===== src/ebwc_params.svh =====
`ifndef EBWC_PARAMS_SVH
`define EBWC_PARAMS_SVH
// Register byte addresses, individual range
`define EBWC_ADDR_LOOP_IO 12'h000
`define EBWC_ADDR_LOOP_REG 12'h004
`define EBWC_ADDR_USER 12'h008
`define EBWC_ADDR_MAST 12'h00C
`define EBWC_ADDR_IOOFF 12'h010
`define EBWC_ADDR_IOON 12'h014
`define EBWC_ADDR_RSTON 12'h018
`define EBWC_ADDR_CHECK_I 12'h020
`define EBWC_ADDR_CHECK_II 12'h024
`define EBWC_ADDR_STATUS 12'h028
`define EBWC_ADDR_LATCH 12'h02C
// Broadcast range base, same offsets as registers 0 to 2
`define EBWC_BCAST_BIT 11
// User control codes
`define EBWC_UC_NOP 8'h00
`define EBWC_UC_OFF 8'h01
`define EBWC_UC_ON 8'h02
`define EBWC_UC_PULSE 8'h03
`define EBWC_UC_INV 8'h04
`define EBWC_UC_SWINH 8'h80
`define EBWC_UC_SWEN 8'h81
`define EBWC_UC_CLRINH 8'h84
`define EBWC_UC_LIM32 8'h85
`define EBWC_UC_LIM160 8'h86
`define EBWC_UC_MASK 8'h78
// Mastership codes
`define EBWC_MS_II_SYNC 8'h32
`define EBWC_MS_II 8'h22
`define EBWC_MS_I_SYNC 8'h44
`define EBWC_MS_I 8'h54
`define EBWC_MS_DEFAULT 8'h07
`define EBWC_MS_NONE_SU 8'h86
`define EBWC_MS_NONE 8'h06
// Register number field check
`define EBWC_NUM_IOOFF 3'h4
`define EBWC_NUM_IOON 3'h5
`define EBWC_NUM_RSTON 3'h6
// Frequency limits
`define EBWC_LIM_LOW 8'h20
`define EBWC_LIM_HIGH 8'hA0
// Times
`define EBWC_CLK_NS 100
`define EBWC_PULSE_MIN_US 75
`define EBWC_NOMAST_MIN_MS 39
`define EBWC_WDOG_MIN_MS 3500
`define EBWC_HOLD_MS 200
`define EBWC_INTERVAL_MS 3200
`endif


===== src/ebwc_pkg.sv =====
package ebwc_pkg;
  typedef struct packed {
    logic psel;
    logic penable;
    logic pwrite;
    logic [11:0] paddr;
    logic [31:0] pwdata;
  } ebwc_apb_req_type;
  typedef struct packed {
    logic soft_inhibit;
    logic limit_is_32;
    logic clear_all;
    logic restart_interval;
  } ebwc_int_ctrl_type;
  typedef enum logic [2:0] {
    EBWC_M_I = 3'b001,
    EBWC_M_II = 3'b010,
    EBWC_M_NONE = 3'b100
  } ebwc_master_type;
endpackage


===== src/ebwc_top.sv =====
// The APB register port and the address map were left to the implementer.
`timescale 1ns/100ps
`default_nettype none
`include "ebwc_params.svh"
// How it works
// - Check write ready only on jumper match
// - Checks allowed async, no status capture
// - Mismatch withholds ready, bus times out
// - Registers 0-2 also accept broadcast-range writes
// - Broadcast to 0 flags addressing error
// - Broadcast to 1 or 2 no fault
// - Register 0 stores, reads back byte
// - Register 1 stores, reads back byte
// - User bits 6-3 only reach latch
// - Codes 1-4 drive aux output, off reset
// - Pulse code gives 75-130 us high
// - 128 inhibits, limit 160; 129 enables
// - 132 clears inhibitions, restarts interval
// - Limit codes set 32/160, clear counter unless freq fault
// - Mastership codes 32H/22H II, 44H/54H I
// - Mastership reset value 07H, default master
// - 06H/86H no master, temporary inhibition
// - No master: I/O reset after 39-54 ms
// - Watchdog 3.5-4 s resets, holds 200 ms
// - Each CPU writes mastership independently
// - Registers 4-6 need number in bits 2:0
// - Software reset line not stretched
module ebwc_top #(
  parameter int PULSE_CYC = (`EBWC_PULSE_MIN_US * 1000 + `EBWC_CLK_NS - 1)
    / `EBWC_CLK_NS,
  parameter int NOMAST_CYC = `EBWC_NOMAST_MIN_MS * 10000,
  parameter int WDOG_CYC = `EBWC_WDOG_MIN_MS * 10000,
  parameter int HOLD_CYC = `EBWC_HOLD_MS * 10000,
  parameter int INTERVAL_CYC = `EBWC_INTERVAL_MS * 10000
) (
  // Clock and reset
  input wire logic clock,
  input wire logic srst,
  input wire logic clk_en,
  // APB slave
  input wire logic psel,
  input wire logic penable,
  input wire logic pwrite,
  input wire logic [11:0] paddr,
  input wire logic [31:0] pwdata,
  output logic [31:0] prdata,
  output logic pready,
  output logic pslverr,
  // Context from the redundant bus side
  input wire logic cpu_ii_side,
  input wire logic sync_mode,
  input wire logic [7:0] jumper_i_pin,
  input wire logic [7:0] jumper_ii_pin,
  input wire logic freq_fault,
  // Outputs
  output logic aux_24v_output,
  output logic extension_io_reset_line,
  output logic io_control_on,
  output logic access_acknowledge_err,
  output logic status_capture,
  output logic temp_inhibit,
  output logic unit_reset,
  output logic startup_flag,
  output ebwc_pkg::ebwc_int_ctrl_type int_ctrl,
  output logic [7:0] int_limit,
  output logic [31:0] interval_count
);

  // ****************************************
  // Pin synchronisers
  // ****************************************
  logic [7:0] jmp_i_s1_reg, jmp_i_reg, jmp_ii_s1_reg, jmp_ii_reg;
  logic sync_s1_reg, sync_reg, ff_s1_reg, ff_reg;

  always_ff @(posedge clock) begin
    if (srst) begin
      jmp_i_s1_reg <= 8'h00;
      jmp_i_reg <= 8'h00;
      jmp_ii_s1_reg <= 8'h00;
      jmp_ii_reg <= 8'h00;
      sync_s1_reg <= 1'b0;
      sync_reg <= 1'b0;
      ff_s1_reg <= 1'b0;
      ff_reg <= 1'b0;
    end else if (clk_en) begin
      jmp_i_s1_reg <= jumper_i_pin;
      jmp_i_reg <= jmp_i_s1_reg;
      jmp_ii_s1_reg <= jumper_ii_pin;
      jmp_ii_reg <= jmp_ii_s1_reg;
      sync_s1_reg <= sync_mode;
      sync_reg <= sync_s1_reg;
      ff_s1_reg <= freq_fault;
      ff_reg <= ff_s1_reg;
    end
  end

  // ****************************************
  // Address decode
  // ****************************************
  function automatic logic hit(input logic [11:0] a, input logic [11:0] r);
    hit = (a == r);
  endfunction

  logic bcast, setup, acc;
  logic [11:0] ofs;
  logic [7:0] wbyte;
  logic is_chk_i, is_chk_ii, is_chk, is_mapped, chk_ok;
  logic internal_rst, nomaster, wr_fire;

  assign bcast = paddr[`EBWC_BCAST_BIT];
  assign ofs = {1'b0, paddr[10:0]};
  assign wbyte = pwdata[7:0];
  assign setup = psel && !penable;
  assign acc = psel && penable;
  assign is_chk_i = !bcast && hit(ofs, `EBWC_ADDR_CHECK_I);
  assign is_chk_ii = !bcast && hit(ofs, `EBWC_ADDR_CHECK_II);
  assign is_chk = is_chk_i || is_chk_ii;
  // Broadcast only reaches registers 0 to 2
  assign is_mapped = bcast ? (hit(ofs, `EBWC_ADDR_LOOP_IO) ||
    hit(ofs, `EBWC_ADDR_LOOP_REG) || hit(ofs, `EBWC_ADDR_USER)) && pwrite
    : (ofs <= `EBWC_ADDR_LATCH) && (ofs[1:0] == 2'b00) &&
    (ofs != 12'h01C);
  assign chk_ok = is_chk_i ? (wbyte == jmp_i_reg) : (wbyte == jmp_ii_reg);
  assign internal_rst = srst || unit_reset;

  // Ready: check writes wait for comparator match, else time out
  always_comb begin
    if (is_chk && pwrite) begin
      pready = acc && chk_ok;
    end else if (nomaster && !is_chk) begin
      pready = 1'b0;
    end else begin
      pready = acc;
    end
  end
  assign pslverr = acc && pready && !is_mapped;
  assign wr_fire = acc && pready && pwrite && is_mapped && clk_en;

  // ****************************************
  // Data registers 0 and 1, readback latch
  // ****************************************
  logic [7:0] loop_io_reg, loop_reg_reg, latch_reg;

  always_ff @(posedge clock) begin
    if (internal_rst) begin
      loop_io_reg <= 8'h00;
      loop_reg_reg <= 8'h00;
      latch_reg <= 8'h00;
    end else if (wr_fire && !is_chk) begin
      latch_reg <= wbyte;
      if (hit(ofs, `EBWC_ADDR_LOOP_IO)) begin
        loop_io_reg <= wbyte;
      end
      if (hit(ofs, `EBWC_ADDR_LOOP_REG)) begin
        loop_reg_reg <= wbyte;
      end
    end
  end

  // Broadcast to register 0 signals addressing error; 1/2 do not
  always_ff @(posedge clock) begin
    if (internal_rst) begin
      access_acknowledge_err <= 1'b0;
    end else if (clk_en) begin
      access_acknowledge_err <= wr_fire && bcast &&
        hit(ofs, `EBWC_ADDR_LOOP_IO);
    end
  end

  // Status capture pulse, never for check registers
  always_ff @(posedge clock) begin
    if (internal_rst) begin
      status_capture <= 1'b0;
    end else if (clk_en) begin
      status_capture <= acc && pready && is_mapped && !is_chk;
    end
  end

  // ****************************************
  // User control: aux output and interrupts
  // ****************************************
  logic [15:0] pulse_cnt_reg;
  logic user_wr;
  logic [7:0] ucode;

  assign user_wr = wr_fire && hit(ofs, `EBWC_ADDR_USER);
  assign ucode = wbyte & ~`EBWC_UC_MASK;

  always_ff @(posedge clock) begin
    if (internal_rst) begin
      aux_24v_output <= 1'b0;
      pulse_cnt_reg <= 16'h0000;
    end else if (clk_en) begin
      if (pulse_cnt_reg != 16'h0000) begin
        pulse_cnt_reg <= pulse_cnt_reg - 16'h0001;
        if (pulse_cnt_reg == 16'h0001) begin
          aux_24v_output <= 1'b0;
        end
      end
      if (user_wr) begin
        case (ucode)
          `EBWC_UC_OFF: begin
            aux_24v_output <= 1'b0;
            pulse_cnt_reg <= 16'h0000;
          end
          `EBWC_UC_ON: begin
            aux_24v_output <= 1'b1;
            pulse_cnt_reg <= 16'h0000;
          end
          `EBWC_UC_PULSE: begin
            aux_24v_output <= 1'b1;
            pulse_cnt_reg <= 16'(PULSE_CYC);
          end
          `EBWC_UC_INV: begin
            aux_24v_output <= !aux_24v_output;
            pulse_cnt_reg <= 16'h0000;
          end
          default: begin
          end
        endcase
      end
    end
  end

  always_ff @(posedge clock) begin
    if (internal_rst) begin
      int_ctrl <= '0;
      int_limit <= `EBWC_LIM_HIGH;
    end else if (clk_en) begin
      int_ctrl.clear_all <= 1'b0;
      int_ctrl.restart_interval <= 1'b0;
      if (user_wr) begin
        case (ucode)
          `EBWC_UC_SWINH: begin
            int_ctrl.soft_inhibit <= 1'b1;
            int_limit <= `EBWC_LIM_HIGH;
            int_ctrl.limit_is_32 <= 1'b0;
          end
          `EBWC_UC_SWEN: int_ctrl.soft_inhibit <= 1'b0;
          `EBWC_UC_CLRINH: begin
            int_ctrl.soft_inhibit <= 1'b0;
            int_ctrl.clear_all <= 1'b1;
            int_ctrl.restart_interval <= 1'b1;
          end
          `EBWC_UC_LIM32: begin
            int_limit <= `EBWC_LIM_LOW;
            int_ctrl.limit_is_32 <= 1'b1;
            int_ctrl.restart_interval <= !ff_reg;
          end
          `EBWC_UC_LIM160: begin
            int_limit <= `EBWC_LIM_HIGH;
            int_ctrl.limit_is_32 <= 1'b0;
            int_ctrl.restart_interval <= !ff_reg;
          end
          default: begin
          end
        endcase
      end
    end
  end

  // Frequency monitor interval, restarted by code
  always_ff @(posedge clock) begin
    if (internal_rst) begin
      interval_count <= 32'h0000_0000;
    end else if (clk_en) begin
      if (int_ctrl.restart_interval ||
        interval_count == 32'(INTERVAL_CYC - 1)) begin
        interval_count <= 32'h0000_0000;
      end else begin
        interval_count <= interval_count + 32'h0000_0001;
      end
    end
  end

  // ****************************************
  // Mastership, per-CPU enables
  // ****************************************
  logic [7:0] mast_reg;
  logic en_i_reg, en_ii_reg, mast_wr;
  ebwc_pkg::ebwc_master_type master;

  assign mast_wr = wr_fire && hit(ofs, `EBWC_ADDR_MAST);

  always_ff @(posedge clock) begin
    if (internal_rst) begin
      mast_reg <= `EBWC_MS_DEFAULT;
      en_i_reg <= 1'b1;
      en_ii_reg <= 1'b0;
    end else if (mast_wr) begin
      mast_reg <= wbyte;
      case (wbyte)
        `EBWC_MS_II_SYNC: begin
          if (sync_reg) begin
            en_i_reg <= 1'b0;
            en_ii_reg <= 1'b1;
          end
        end
        `EBWC_MS_II: begin
          // CPU I drops its enable, CPU II sets its own; II needs both
          if (cpu_ii_side) begin
            en_ii_reg <= 1'b1;
          end else begin
            en_i_reg <= 1'b0;
          end
        end
        `EBWC_MS_I_SYNC: begin
          if (sync_reg) begin
            en_i_reg <= 1'b1;
            en_ii_reg <= 1'b0;
          end
        end
        `EBWC_MS_I: begin
          // Each side acts on its own enable only
          if (cpu_ii_side) begin
            en_ii_reg <= 1'b0;
          end else begin
            en_i_reg <= 1'b1;
          end
        end
        `EBWC_MS_DEFAULT: begin
          en_i_reg <= 1'b1;
          en_ii_reg <= 1'b0;
        end
        `EBWC_MS_NONE, `EBWC_MS_NONE_SU: begin
          en_i_reg <= 1'b0;
          en_ii_reg <= 1'b0;
        end
        default: begin
        end
      endcase
    end
  end

  always_comb begin
    if (en_i_reg) begin
      master = ebwc_pkg::EBWC_M_I;
    end else if (en_ii_reg) begin
      master = ebwc_pkg::EBWC_M_II;
    end else begin
      master = ebwc_pkg::EBWC_M_NONE;
    end
  end

  // Temporary inhibition and start-up flag
  always_ff @(posedge clock) begin
    if (internal_rst) begin
      temp_inhibit <= 1'b0;
    end else if (wr_fire && !is_chk) begin
      temp_inhibit <= mast_wr && (wbyte == `EBWC_MS_NONE ||
        wbyte == `EBWC_MS_NONE_SU);
    end
  end

  always_ff @(posedge clock) begin
    if (srst) begin
      startup_flag <= 1'b1;
    end else if (unit_reset) begin
      startup_flag <= 1'b1;
    end else if (mast_wr && wbyte == `EBWC_MS_NONE_SU) begin
      startup_flag <= 1'b0;
    end
  end

  // ****************************************
  // No-master delay and I/O reset line
  // ****************************************
  logic [31:0] nm_cnt_reg;
  logic sw_rst_reg, ctl_wr4, ctl_wr5, ctl_wr6;

  assign ctl_wr4 = wr_fire && hit(ofs, `EBWC_ADDR_IOOFF) &&
    wbyte[2:0] == `EBWC_NUM_IOOFF;
  assign ctl_wr5 = wr_fire && hit(ofs, `EBWC_ADDR_IOON) &&
    wbyte[2:0] == `EBWC_NUM_IOON;
  assign ctl_wr6 = wr_fire && hit(ofs, `EBWC_ADDR_RSTON) &&
    wbyte[2:0] == `EBWC_NUM_RSTON;

  always_ff @(posedge clock) begin
    if (internal_rst) begin
      nm_cnt_reg <= 32'h0000_0000;
      nomaster <= 1'b0;
    end else if (clk_en) begin
      if (master != ebwc_pkg::EBWC_M_NONE) begin
        nm_cnt_reg <= 32'h0000_0000;
        nomaster <= 1'b0;
      end else if (nm_cnt_reg == 32'(NOMAST_CYC - 1)) begin
        nomaster <= 1'b1;
      end else begin
        nm_cnt_reg <= nm_cnt_reg + 32'h0000_0001;
      end
    end
  end

  // Software reset held exactly as written, not stretched
  always_ff @(posedge clock) begin
    if (internal_rst) begin
      sw_rst_reg <= 1'b0;
      io_control_on <= 1'b1;
    end else if (clk_en) begin
      if (ctl_wr4) begin
        sw_rst_reg <= 1'b1;
        io_control_on <= 1'b0;
      end else if (ctl_wr5) begin
        sw_rst_reg <= 1'b0;
        io_control_on <= 1'b1;
      end else if (ctl_wr6) begin
        sw_rst_reg <= 1'b1;
      end
    end
  end
  assign extension_io_reset_line = sw_rst_reg || nomaster;

  // ****************************************
  // Access watchdog and self reset
  // ****************************************
  logic [31:0] wd_cnt_reg, hold_cnt_reg;

  always_ff @(posedge clock) begin
    if (internal_rst) begin
      wd_cnt_reg <= 32'h0000_0000;
    end else if (clk_en) begin
      if (startup_flag || (acc && pready && !is_chk)) begin
        wd_cnt_reg <= 32'h0000_0000;
      end else if (wd_cnt_reg != 32'(WDOG_CYC - 1)) begin
        wd_cnt_reg <= wd_cnt_reg + 32'h0000_0001;
      end
    end
  end

  always_ff @(posedge clock) begin
    if (srst) begin
      unit_reset <= 1'b0;
      hold_cnt_reg <= 32'h0000_0000;
    end else if (clk_en) begin
      if (unit_reset) begin
        if (hold_cnt_reg == 32'(HOLD_CYC - 1)) begin
          unit_reset <= 1'b0;
          hold_cnt_reg <= 32'h0000_0000;
        end else begin
          hold_cnt_reg <= hold_cnt_reg + 32'h0000_0001;
        end
      end else if (wd_cnt_reg == 32'(WDOG_CYC - 1)) begin
        unit_reset <= 1'b1;
      end
    end
  end

  // ****************************************
  // Read data
  // ****************************************
  always_ff @(posedge clock) begin
    if (srst) begin
      prdata <= 32'h0000_0000;
    end else if (clk_en && setup && !pwrite) begin
      if (hit(ofs, `EBWC_ADDR_LOOP_IO) && !bcast) begin
        prdata <= {24'h000000, loop_io_reg};
      end else if (hit(ofs, `EBWC_ADDR_LOOP_REG) && !bcast) begin
        prdata <= {24'h000000, loop_reg_reg};
      end else if (is_chk_i) begin
        prdata <= {24'h000000, jmp_i_reg};
      end else if (is_chk_ii) begin
        prdata <= {24'h000000, jmp_ii_reg};
      end else if (hit(ofs, `EBWC_ADDR_LATCH) && !bcast) begin
        prdata <= {24'h000000, latch_reg};
      end else if (hit(ofs, `EBWC_ADDR_STATUS) && !bcast) begin
        prdata <= {24'h000000, mast_reg[3:0], startup_flag, nomaster,
          en_ii_reg, en_i_reg};
      end else begin
        prdata <= 32'h0000_0000;
      end
    end
  end

endmodule
`default_nettype wire


===== config.mk =====
export PLATFORM = sky130hd
export DESIGN_NAME = ebwc_top
export DESIGN_NICKNAME = d
export VERILOG_FILES = /design/src/ebwc_pkg.sv /design/src/ebwc_top.sv
export VERILOG_INCLUDE_DIRS = /design/src
export SDC_FILE = /design/constraint.sdc
export NUM_CORES = 1
export LEC_CHECK = 0
export BUFFER_PORTS_ARGS = -buffer_cell sky130_fd_sc_hd__buf_4
export CORE_AREA = 4 4 164 166
export DETAILED_ROUTE_END_ITERATION = 8
export DIE_AREA = 0 0 168 170
export HOLD_SLACK_MARGIN = 0.06
export PLACE_DENSITY = 0.67
export SETUP_SLACK_MARGIN = 0.5
export SLEW_MARGIN = 10
export SYNTH_ARGS = -nofsm -noshare
export SYNTH_HDL_FRONTEND = slang
export SYNTH_SLANG_ARGS = --single-unit
export TNS_END_PERCENT = 100

===== constraint.sdc =====
create_clock -name clock -period 3.1 [get_ports clock]
set_clock_uncertainty 0.05 [all_clocks]
set_input_delay 0.465 -clock clock [delete_from_list [all_inputs] [get_ports clock]]
set_output_delay 0.465 -clock clock [all_outputs]
set_load 0.005 [all_outputs]

==> implementation parameters, run 1 <==
Parameter                              Value

Synth
  Per-instance average area after synthesis    8.32 sq um
  Share of synthesized flip-flops with an asynchronous set or reset    0%
  Synth Flop Type    sky130_fd_sc_hd__dfxtp_1
  Cells after Synth    1,359
  Share of the yosys chip area belonging to registers    between 40% and 50%
  Number of enable flip-flop cells after synthesis    0
  Count of yosys warnings during synthesis    0
  Mapped Area    0.0113 sq mm
  Number of distinct library cell variants in the gate-level netlist after synthesis    70
  Number of flip-flops and latches in the synthesized netlist    232

Job
  Reported max-cap violation count    0

Clock network
  Num Clock Sinks    232
  Maximum number of buffers from clock root to sink    3
  Clock slew at the register clock pins of the worst setup and hold paths    60 ps
  CTS Buf Count    26
  CTS tree    done
  Clock insertion delay at the later pin of the skew report    approximately 520 ps
  Library cell used as clock root buffer    sky130_fd_sc_hd__clkbuf_16
  H-tree Lvls    1

Layout
  Reg area    between 0.004 and 0.005 sq mm
  Area occupied by multi-input gates    around 0.0065 sq mm
  Most frequent standard cell in the layout excluding fill and tap cells    sky130_fd_sc_hd__nor2_1
  Growth of design area from synthesis to finish    26.0%
  Nets    1,605
  Most frequent cells in the layout    264 x sky130_fd_sc_hd__nor2_1, 226 x sky130_fd_sc_hd__dfxtp_1, 170 x sky130_fd_sc_hd__buf_4, 90 x sky130_fd_sc_hd__nand2_1, 75 x sky130_fd_sc_hd__mux2i_1
  Filler cell count    ~2,300
  Fraction of final layout cells with drive strength greater than 1    between 20% and 30%
  Inserted Diodes    0

Routing
  Vias per cell    5.40
  Post-DRT Antenna Nets    0
  Via count    10,100
  Number of optimization iterations in the first detailed-route pass    5
  Violation count after the first detailed-route iteration    between 800 and 900
  Routed len/inst    15.7 microns
  Number of design rule violations left after detail routing    0
  Total Routed Length    about 29 mm

GRT
  Number of antenna violations at the first check in global routing    0
  Vias in the first global route    about 9,600
  Overall global routing resource usage    between 10% and 20%
  Total gr overflow    0
  Wire length of the first global-routing pass    47.2 mm
  Maximum number of pins on one net before global-route repair    49

Floorplan
  Starting density of the core    44.2%
  Y dimension of the die    roughly 170 microns
  Chip Width    roughly 170 microns
  I/O pin count    around 160
  Number of cell rows    just under 60
  Area of the core region    0.0256 sq mm
  Area of the die    ~0.029 sq mm

Critical path
  Number of cell instances on the worst register-to-register path    10
  R2r setup slk    490 ps
  Crit. Startpoint    paddr[6]
  Kind of end point of the critical path    primary output
  Biggest fanout along the worst timing path    7
  Kind of start point of the critical path    input pin
  CP Data Required Time    between 2000 and 3000 ps
  Startpoint of the lowest-slack register-to-register path    jmp_i_reg[5]
  R2r endpoint    mast_reg[1]
  WS Path Type    input pin to primary output
  Arrival @ worst endpoint    2430 ps

Placement
  PortBufs    99
  Post-placement setup slack    -378 ps
  RePlAce Congestion    0.930
  Post-DP HPWL    roughly 20 mm

Timing
  Tmin final    2950 ps
  Normalized max-slew margin    41.6%
  Smallest hold slack    122 ps
  Endpoints failing setup    0
  Unrepaired setup endpoints after global routing    yes
  Post-route setup slack    between 150 and 200 ps
  Maximum operating frequency    339 MHz
  Final critical-path share of the clock period    95.2%
  Tightest Pin Transition    approximately 870 ps
  Max-slew violations    0
  Number of hold-slack violations in the final timing report    0

Hold path
  Depth of the worst hold-timing path    3
  Hold path startpoint    jumper_i_pin[4]
  WHS Endpoint    jmp_i_s1_reg[4]
  Type of the tightest min-delay check    input pin to flop

Power and ir drop
  Max VDD drop    between 0.4 and 0.5 mV
  Switching Power    1.99 mW
  Switching Fraction    between 20% and 30%
  Pint    ~5.5 mW
  Pwr/cell area    around 530 mW/mm^2
  Share of power burned in the clock network    39.0%
  Combinational Power Share    around 18%
  Total power consumption of the routed design    roughly 7.5 mW
  Sequential share of power    between 40% and 50%
  Static leakage power    roughly 5.7 nW

Status
  Outcome    finished clean
==> cell families (layout without fill, tap and decap cells) <==
logic type                 count (synthesis)  after routing  share of synthesized area, %
other                                      2             31                        0.0664
DFF                                      232            232                          41.1
AOI/OAI and AO/OA                        157            157                          9.32
muxes                                     76             76                          6.72
buffers and inverters                    125            280                          5.33
adders and majority gates                  7              7                         0.774
xor gates and xnor gates                 115            115                          8.90
and+or+nand+nor                          645            645                          27.8
==> cells in the mapped netlist (3+ instances only) <==
| master | number | area share (%) |
|---|---|---|
| sky130_fd_sc_hd__nor3_1 | 29 | 1.3 |
| sky130_fd_sc_hd__dfxtp_1 | 232 | 41 |
| sky130_fd_sc_hd__a31oi_1 | 12 | 0.66 |
| sky130_fd_sc_hd__nand4_1 | 36 | 2.0 |
| sky130_fd_sc_hd__mux2i_1 | 76 | 6.7 |
| sky130_fd_sc_hd__nand3_1 | 69 | 3.1 |
| sky130_fd_sc_hd__nor2b_1 | 6 | 0.33 |
| sky130_fd_sc_hd__nand2_1 | 93 | 3.1 |
| sky130_fd_sc_hd__a22oi_1 | 10 | 0.66 |
| sky130_fd_sc_hd__xor2_1 | 73 | 5.7 |
| sky130_fd_sc_hd__a311oi_1 | 5 | 0.39 |
| sky130_fd_sc_hd__clkbuf_1 | 44 | 1.5 |
| sky130_fd_sc_hd__xnor2_1 | 42 | 3.3 |
| sky130_fd_sc_hd__and3_1 | 39 | 2.2 |
| sky130_fd_sc_hd__inv_1 | 36 | 1.2 |
| sky130_fd_sc_hd__nor2_1 | 266 | 8.8 |
| sky130_fd_sc_hd__a32oi_1 | 3 | 0.23 |
| sky130_fd_sc_hd__o21ai_0 | 30 | 1.3 |
| sky130_fd_sc_hd__o31ai_1 | 3 | 0.20 |
| sky130_fd_sc_hd__a21oi_1 | 44 | 1.9 |
| sky130_fd_sc_hd__buf_1 | 8 | 0.27 |
| sky130_fd_sc_hd__nor3b_1 | 8 | 0.53 |
| sky130_fd_sc_hd__or2_2 | 7 | 0.39 |
| sky130_fd_sc_hd__buf_4 | 35 | 2.3 |
| sky130_fd_sc_hd__o211ai_1 | 7 | 0.46 |
| sky130_fd_sc_hd__ha_1 | 7 | 0.77 |
| sky130_fd_sc_hd__or3_1 | 22 | 1.2 |
| sky130_fd_sc_hd__o22ai_1 | 8 | 0.44 |
| sky130_fd_sc_hd__nor4_1 | 22 | 1.2 |
| sky130_fd_sc_hd__a211oi_1 | 3 | 0.20 |
| sky130_fd_sc_hd__nor4bb_1 | 3 | 0.27 |
| sky130_fd_sc_hd__nand2b_1 | 4 | 0.22 |
| sky130_fd_sc_hd__nor4b_1 | 6 | 0.46 |
| sky130_fd_sc_hd__or4_1 | 8 | 0.53 |
| sky130_fd_sc_hd__and4_1 | 5 | 0.39 |
| sky130_fd_sc_hd__and2_1 | 13 | 0.72 |
==> worst max-delay path: stages <==
cell                      delay, ps
sky130_fd_sc_hd__buf_6          100
sky130_fd_sc_hd__nor4b_4        310
sky130_fd_sc_hd__buf_12         160
sky130_fd_sc_hd__buf_4          120
sky130_fd_sc_hd__nand4_1        130
sky130_fd_sc_hd__o22ai_1        230
sky130_fd_sc_hd__o22ai_2        130
sky130_fd_sc_hd__nor4_1         300
sky130_fd_sc_hd__buf_4          180
sky130_fd_sc_hd__o21ai_4         70
sky130_fd_sc_hd__nor2_2         100
sky130_fd_sc_hd__buf_4          110
==> how the worst max path moves through the flow <==
stage	to	slack (ps)	cells after the start
final	pslverr	150	12
after global routing	pslverr	50	12
after CTS	pready	130	13
after detailed placement	pready	-380	12
after global placement	pready	-300	12
after floorplan	pslverr	40	8
==> stage by stage <==
step / instances / util [%] / setup TNS (ps) / instance area (sq um)
2_1_floorplan: 1388 / - / 0 / 11500
3_3_place_gp: 1807 / 49.8 / -3400 / 12800
3_5_place_dp: 1807 / 49.8 / -4590 / 12800
4_1_cts: 1860 / 53.8 / 0 / 13800
5_1_grt: 1878 / 55.6 / 0 / 14200
6_report: 1878 / 55.6 / 0 / 14200
==> timing repair <==
action,in CTS,in global routing
endpoints found under the setup margin,45,84
setup buffers,10,17
pin swaps,11,40
gates resized for setup,30,74
hold buffers,0,0
cloned,1,1
==> power groups by stage <==
stage	clock network [mW]	registers, mW	logic, mW
after global routing	3.12	3.23	1.46
final	2.92	3.22	1.34
after detailed placement	0	3.27	0.978
after global placement	0	3.26	0.956
after floorplan	0	3.24	0.708
after CTS	2.99	3.21	1.13
==> area by class of cell <==
| type | count | share of cell area (%) |
|---|---|---|
| multi-input cells | 1031 | 45.7 |
| clock inverters | 6 | 0.492 |
| well taps | 335 | 2.94 |
| clock buffers | 36 | 5.18 |
| inverters | 36 | 0.948 |
| repair buffers | 202 | 12.0 |
| flip-flops and latches | 232 | 32.6 |
==> per-layer routing <==
layer	GRT usage, %	vias to the layer above	wire, microns
met5	0	-	0
met4	4.55	0	580
met1	27.4	4780	13400
met2	31.4	298	13600
met3	2.86	44	1780
li1	-	5015	-
Power figures use the tool's default switching activity.
==> inputs of run 2 (changes only) <==
--- a/config.mk
+++ b/config.mk
@@ -6,7 +6,7 @@
 export SDC_FILE = /design/constraint.sdc
 export NUM_CORES = 1
 export LEC_CHECK = 0
-export BUFFER_PORTS_ARGS = -buffer_cell sky130_fd_sc_hd__buf_4
+export BUFFER_PORTS_ARGS = -buffer_cell sky130_fd_sc_hd__buf_2
 export CORE_AREA = 4 4 164 166
 export DETAILED_ROUTE_END_ITERATION = 8
 export DIE_AREA = 0 0 168 170
@@ -17,4 +17,4 @@
 export SYNTH_ARGS = -nofsm -noshare
 export SYNTH_HDL_FRONTEND = slang
 export SYNTH_SLANG_ARGS = --single-unit
-export TNS_END_PERCENT = 100
+export TNS_END_PERCENT = 10
==> run 2 against run 1 <==
Net effect: combinational power down 7%; sequential share of layout area up 0.63 points; non-clock buffer count shrank 1; design area fell by 1.9%; largest cell class unchanged; worst setup slack worse by 54 ps; critical path type unchanged; largest power group is now the clock network; power grew 5.3%; first-iteration DRC count is 4.1% higher; clock power up 17%.
==> implementation parameters, run 2 (same netlist as run 1, synthesis figures left out) <==
Parameter                              Value

Clock network
  Maximum number of buffers from clock root to sink    3
  CTS tree    done
  CTS Buf Count    26
  Clock slew at the register clock pins of the worst setup and hold paths    about 60 ps
  Library cell used as clock root buffer    sky130_fd_sc_hd__clkbuf_16
  Num Clock Sinks    around 230
  H-tree Lvls    1
  Clock insertion delay at the later pin of the skew report    around 520 ps

GRT
  Total gr overflow    0
  Maximum number of pins on one net before global-route repair    47
  Overall global routing resource usage    between 10% and 20%
  Vias in the first global route    approximately 9,400
  Wire length of the first global-routing pass    ~47 mm
  Number of antenna violations at the first check in global routing    1

Floorplan
  Starting density of the core    between 40% and 50%
  Chip Width    168 microns
  Number of cell rows    59
  Area of the die    ~0.029 sq mm
  I/O pin count    155
  Area of the core region    around 0.026 sq mm
  Y dimension of the die    around 170 microns

Placement
  PortBufs    a little under 100
  Post-DP HPWL    approximately 20 mm
  Post-placement setup slack    -232 ps
  Placed insts    1,814
  RePlAce Congestion    between 0.9 and 1
  Placed instance area    approximately 0.013 sq mm

Power and ir drop
  Pwr/cell area    564 mW/mm^2
  Total power consumption of the routed design    approximately 7.9 mW
  Max VDD drop    around 0.37 mV
  Static leakage power    ~5.6 nW

Critical path
  Number of cell instances on the worst register-to-register path    8
  R2r endpoint    pulse_cnt_reg[14]
  WS Path Type    input pin to primary output
  Kind of start point of the critical path    input pin
  R2r setup slk    420 ps
  Startpoint of the lowest-slack register-to-register path    pulse_cnt_reg[5]
  Arrival @ worst endpoint    between 2000 and 2500 ps
  CP Data Required Time    ~2600 ps
  Kind of end point of the critical path    primary output
  Biggest fanout along the worst timing path    8

Status
  Outcome    finished clean

Timing
  Unrepaired setup endpoints after global routing    yes
  Tmin final    about 3000 ps
  Tightest Pin Transition    between 600 and 700 ps
  Endpoints failing setup    0
  Normalized max-slew margin    a little under three fifths
  Final critical-path share of the clock period    between 90 and 100%
  Post-route setup slack    approximately 96 ps
  Maximum operating frequency    ~330 MHz
  Smallest hold slack    approximately 120 ps
  Max-slew violations    0
  Number of hold-slack violations in the final timing report    0

Layout
  Inserted Diodes    0
  Most frequent cells in the layout    264 x sky130_fd_sc_hd__nor2_1, 227 x sky130_fd_sc_hd__dfxtp_1, 93 x sky130_fd_sc_hd__nand2_1, 91 x sky130_fd_sc_hd__buf_2, 85 x sky130_fd_sc_hd__buf_4
  Most frequent standard cell in the layout excluding fill and tap cells    sky130_fd_sc_hd__nor2_1
  Non-Filler Instances    1,882
  Final Cell Area    around 0.014 sq mm
  Nets    roughly 1,600
  Fraction of final layout cells with drive strength greater than 1    between 10% and 20%
  Growth of design area from synthesis to finish    23.6%

Hold path
  Hold path startpoint    srst
  Depth of the worst hold-timing path    2
  WHS Endpoint    hold_cnt_reg[6]
  Type of the tightest min-delay check    input pin to flop

Routing
  Number of design rule violations left after detail routing    0
  Vias per cell    5.36
  Total Routed Length    around 29 mm
  Via count    about 10,000
  Number of optimization iterations in the first detailed-route pass    7
  Post-DRT Antenna Nets    0
  Violation count after the first detailed-route iteration    around 840
  Routed len/inst    around 15 microns

Job
  Reported max-cap violation count    0
## run 2: cell count changes in the layout (fill, tap and decap cells not counted), sizes merged
cell,before,now
buf,202,201
bufinv,1,6
clkinv,5,4
clkinvlp,0,1
## run 2: area by class of cell
| cell class | instances | area [sq um] |
|---|---|---|
| Clock inverter | 11 | 208 |
| Multi-Input combinational cell | 1031 | 6400 |
| Timing Repair Buffer | 201 | 1410 |
| Inverter | 36 | 138 |
| Tap cell | 335 | 419 |
| Sequential cell | 232 | 4650 |
| Clock buffer | 36 | 759 |
| Fill cell | 2328 | 11600 |
## run 2: worst max path at each step
stage / from / end / slack [ps] / cells past startpoint
floorplan: paddr[0] / pslverr / 40 / 8
global placement: paddr[0] / pslverr / -220 / 12
detailed placement: paddr[0] / latch_reg[0] / -230 / 13
CTS: paddr[3] / pslverr / 80 / 12
global route: paddr[2] / pslverr / -20 / 12
finish: paddr[10] / pslverr / 100 / 12
## run 2: critical path: stages
cell                      delay, ps
sky130_fd_sc_hd__buf_6          100
sky130_fd_sc_hd__nor4_4         290
sky130_fd_sc_hd__buf_6          180
sky130_fd_sc_hd__buf_6          130
sky130_fd_sc_hd__a31oi_1         90
sky130_fd_sc_hd__nor3b_1        270
sky130_fd_sc_hd__o22ai_2        150
sky130_fd_sc_hd__nor4_4         290
sky130_fd_sc_hd__o21ai_1        100
sky130_fd_sc_hd__buf_4          170
sky130_fd_sc_hd__nor2_4         110
sky130_fd_sc_hd__buf_2          130
## run 2: metrics by stage
step	util, %	TNS, ps
2_1_floorplan	-	0
3_3_place_gp	48.9	-4640
3_5_place_dp	48.9	-5420
4_1_cts	53.7	0
5_1_grt	54.6	-18.2
6_report	54.6	0
## run 2: report_power, final
| group | leakage [nW] | internal, mW | switching (mW) |
|---|---|---|---|
| combinational | 3.27 | 0.599 | 0.637 |
| clock | 0.474 | 2.20 | 1.22 |
| sequential | 1.88 | 3.11 | 0.115 |
## run 2: what timing repair did
item                                    CTS  global route
resized for setup                        40            46
endpoints found under the setup margin   53            87
cloned                                    1             0
buffers inserted                         13             7
hold buffers                              0             0
pin swaps                                16            20
## run 2: layer usage
layer  vias to the layer above  global-route usage [%]  wire length, microns
met5                         -                       0                    13
met4                         2                    5.08                   716
met3                        65                    3.28                  1790
met2                       283                    31.1                 13300
met1                      4732                    26.5                 13100
li1                       5009                       -                     -
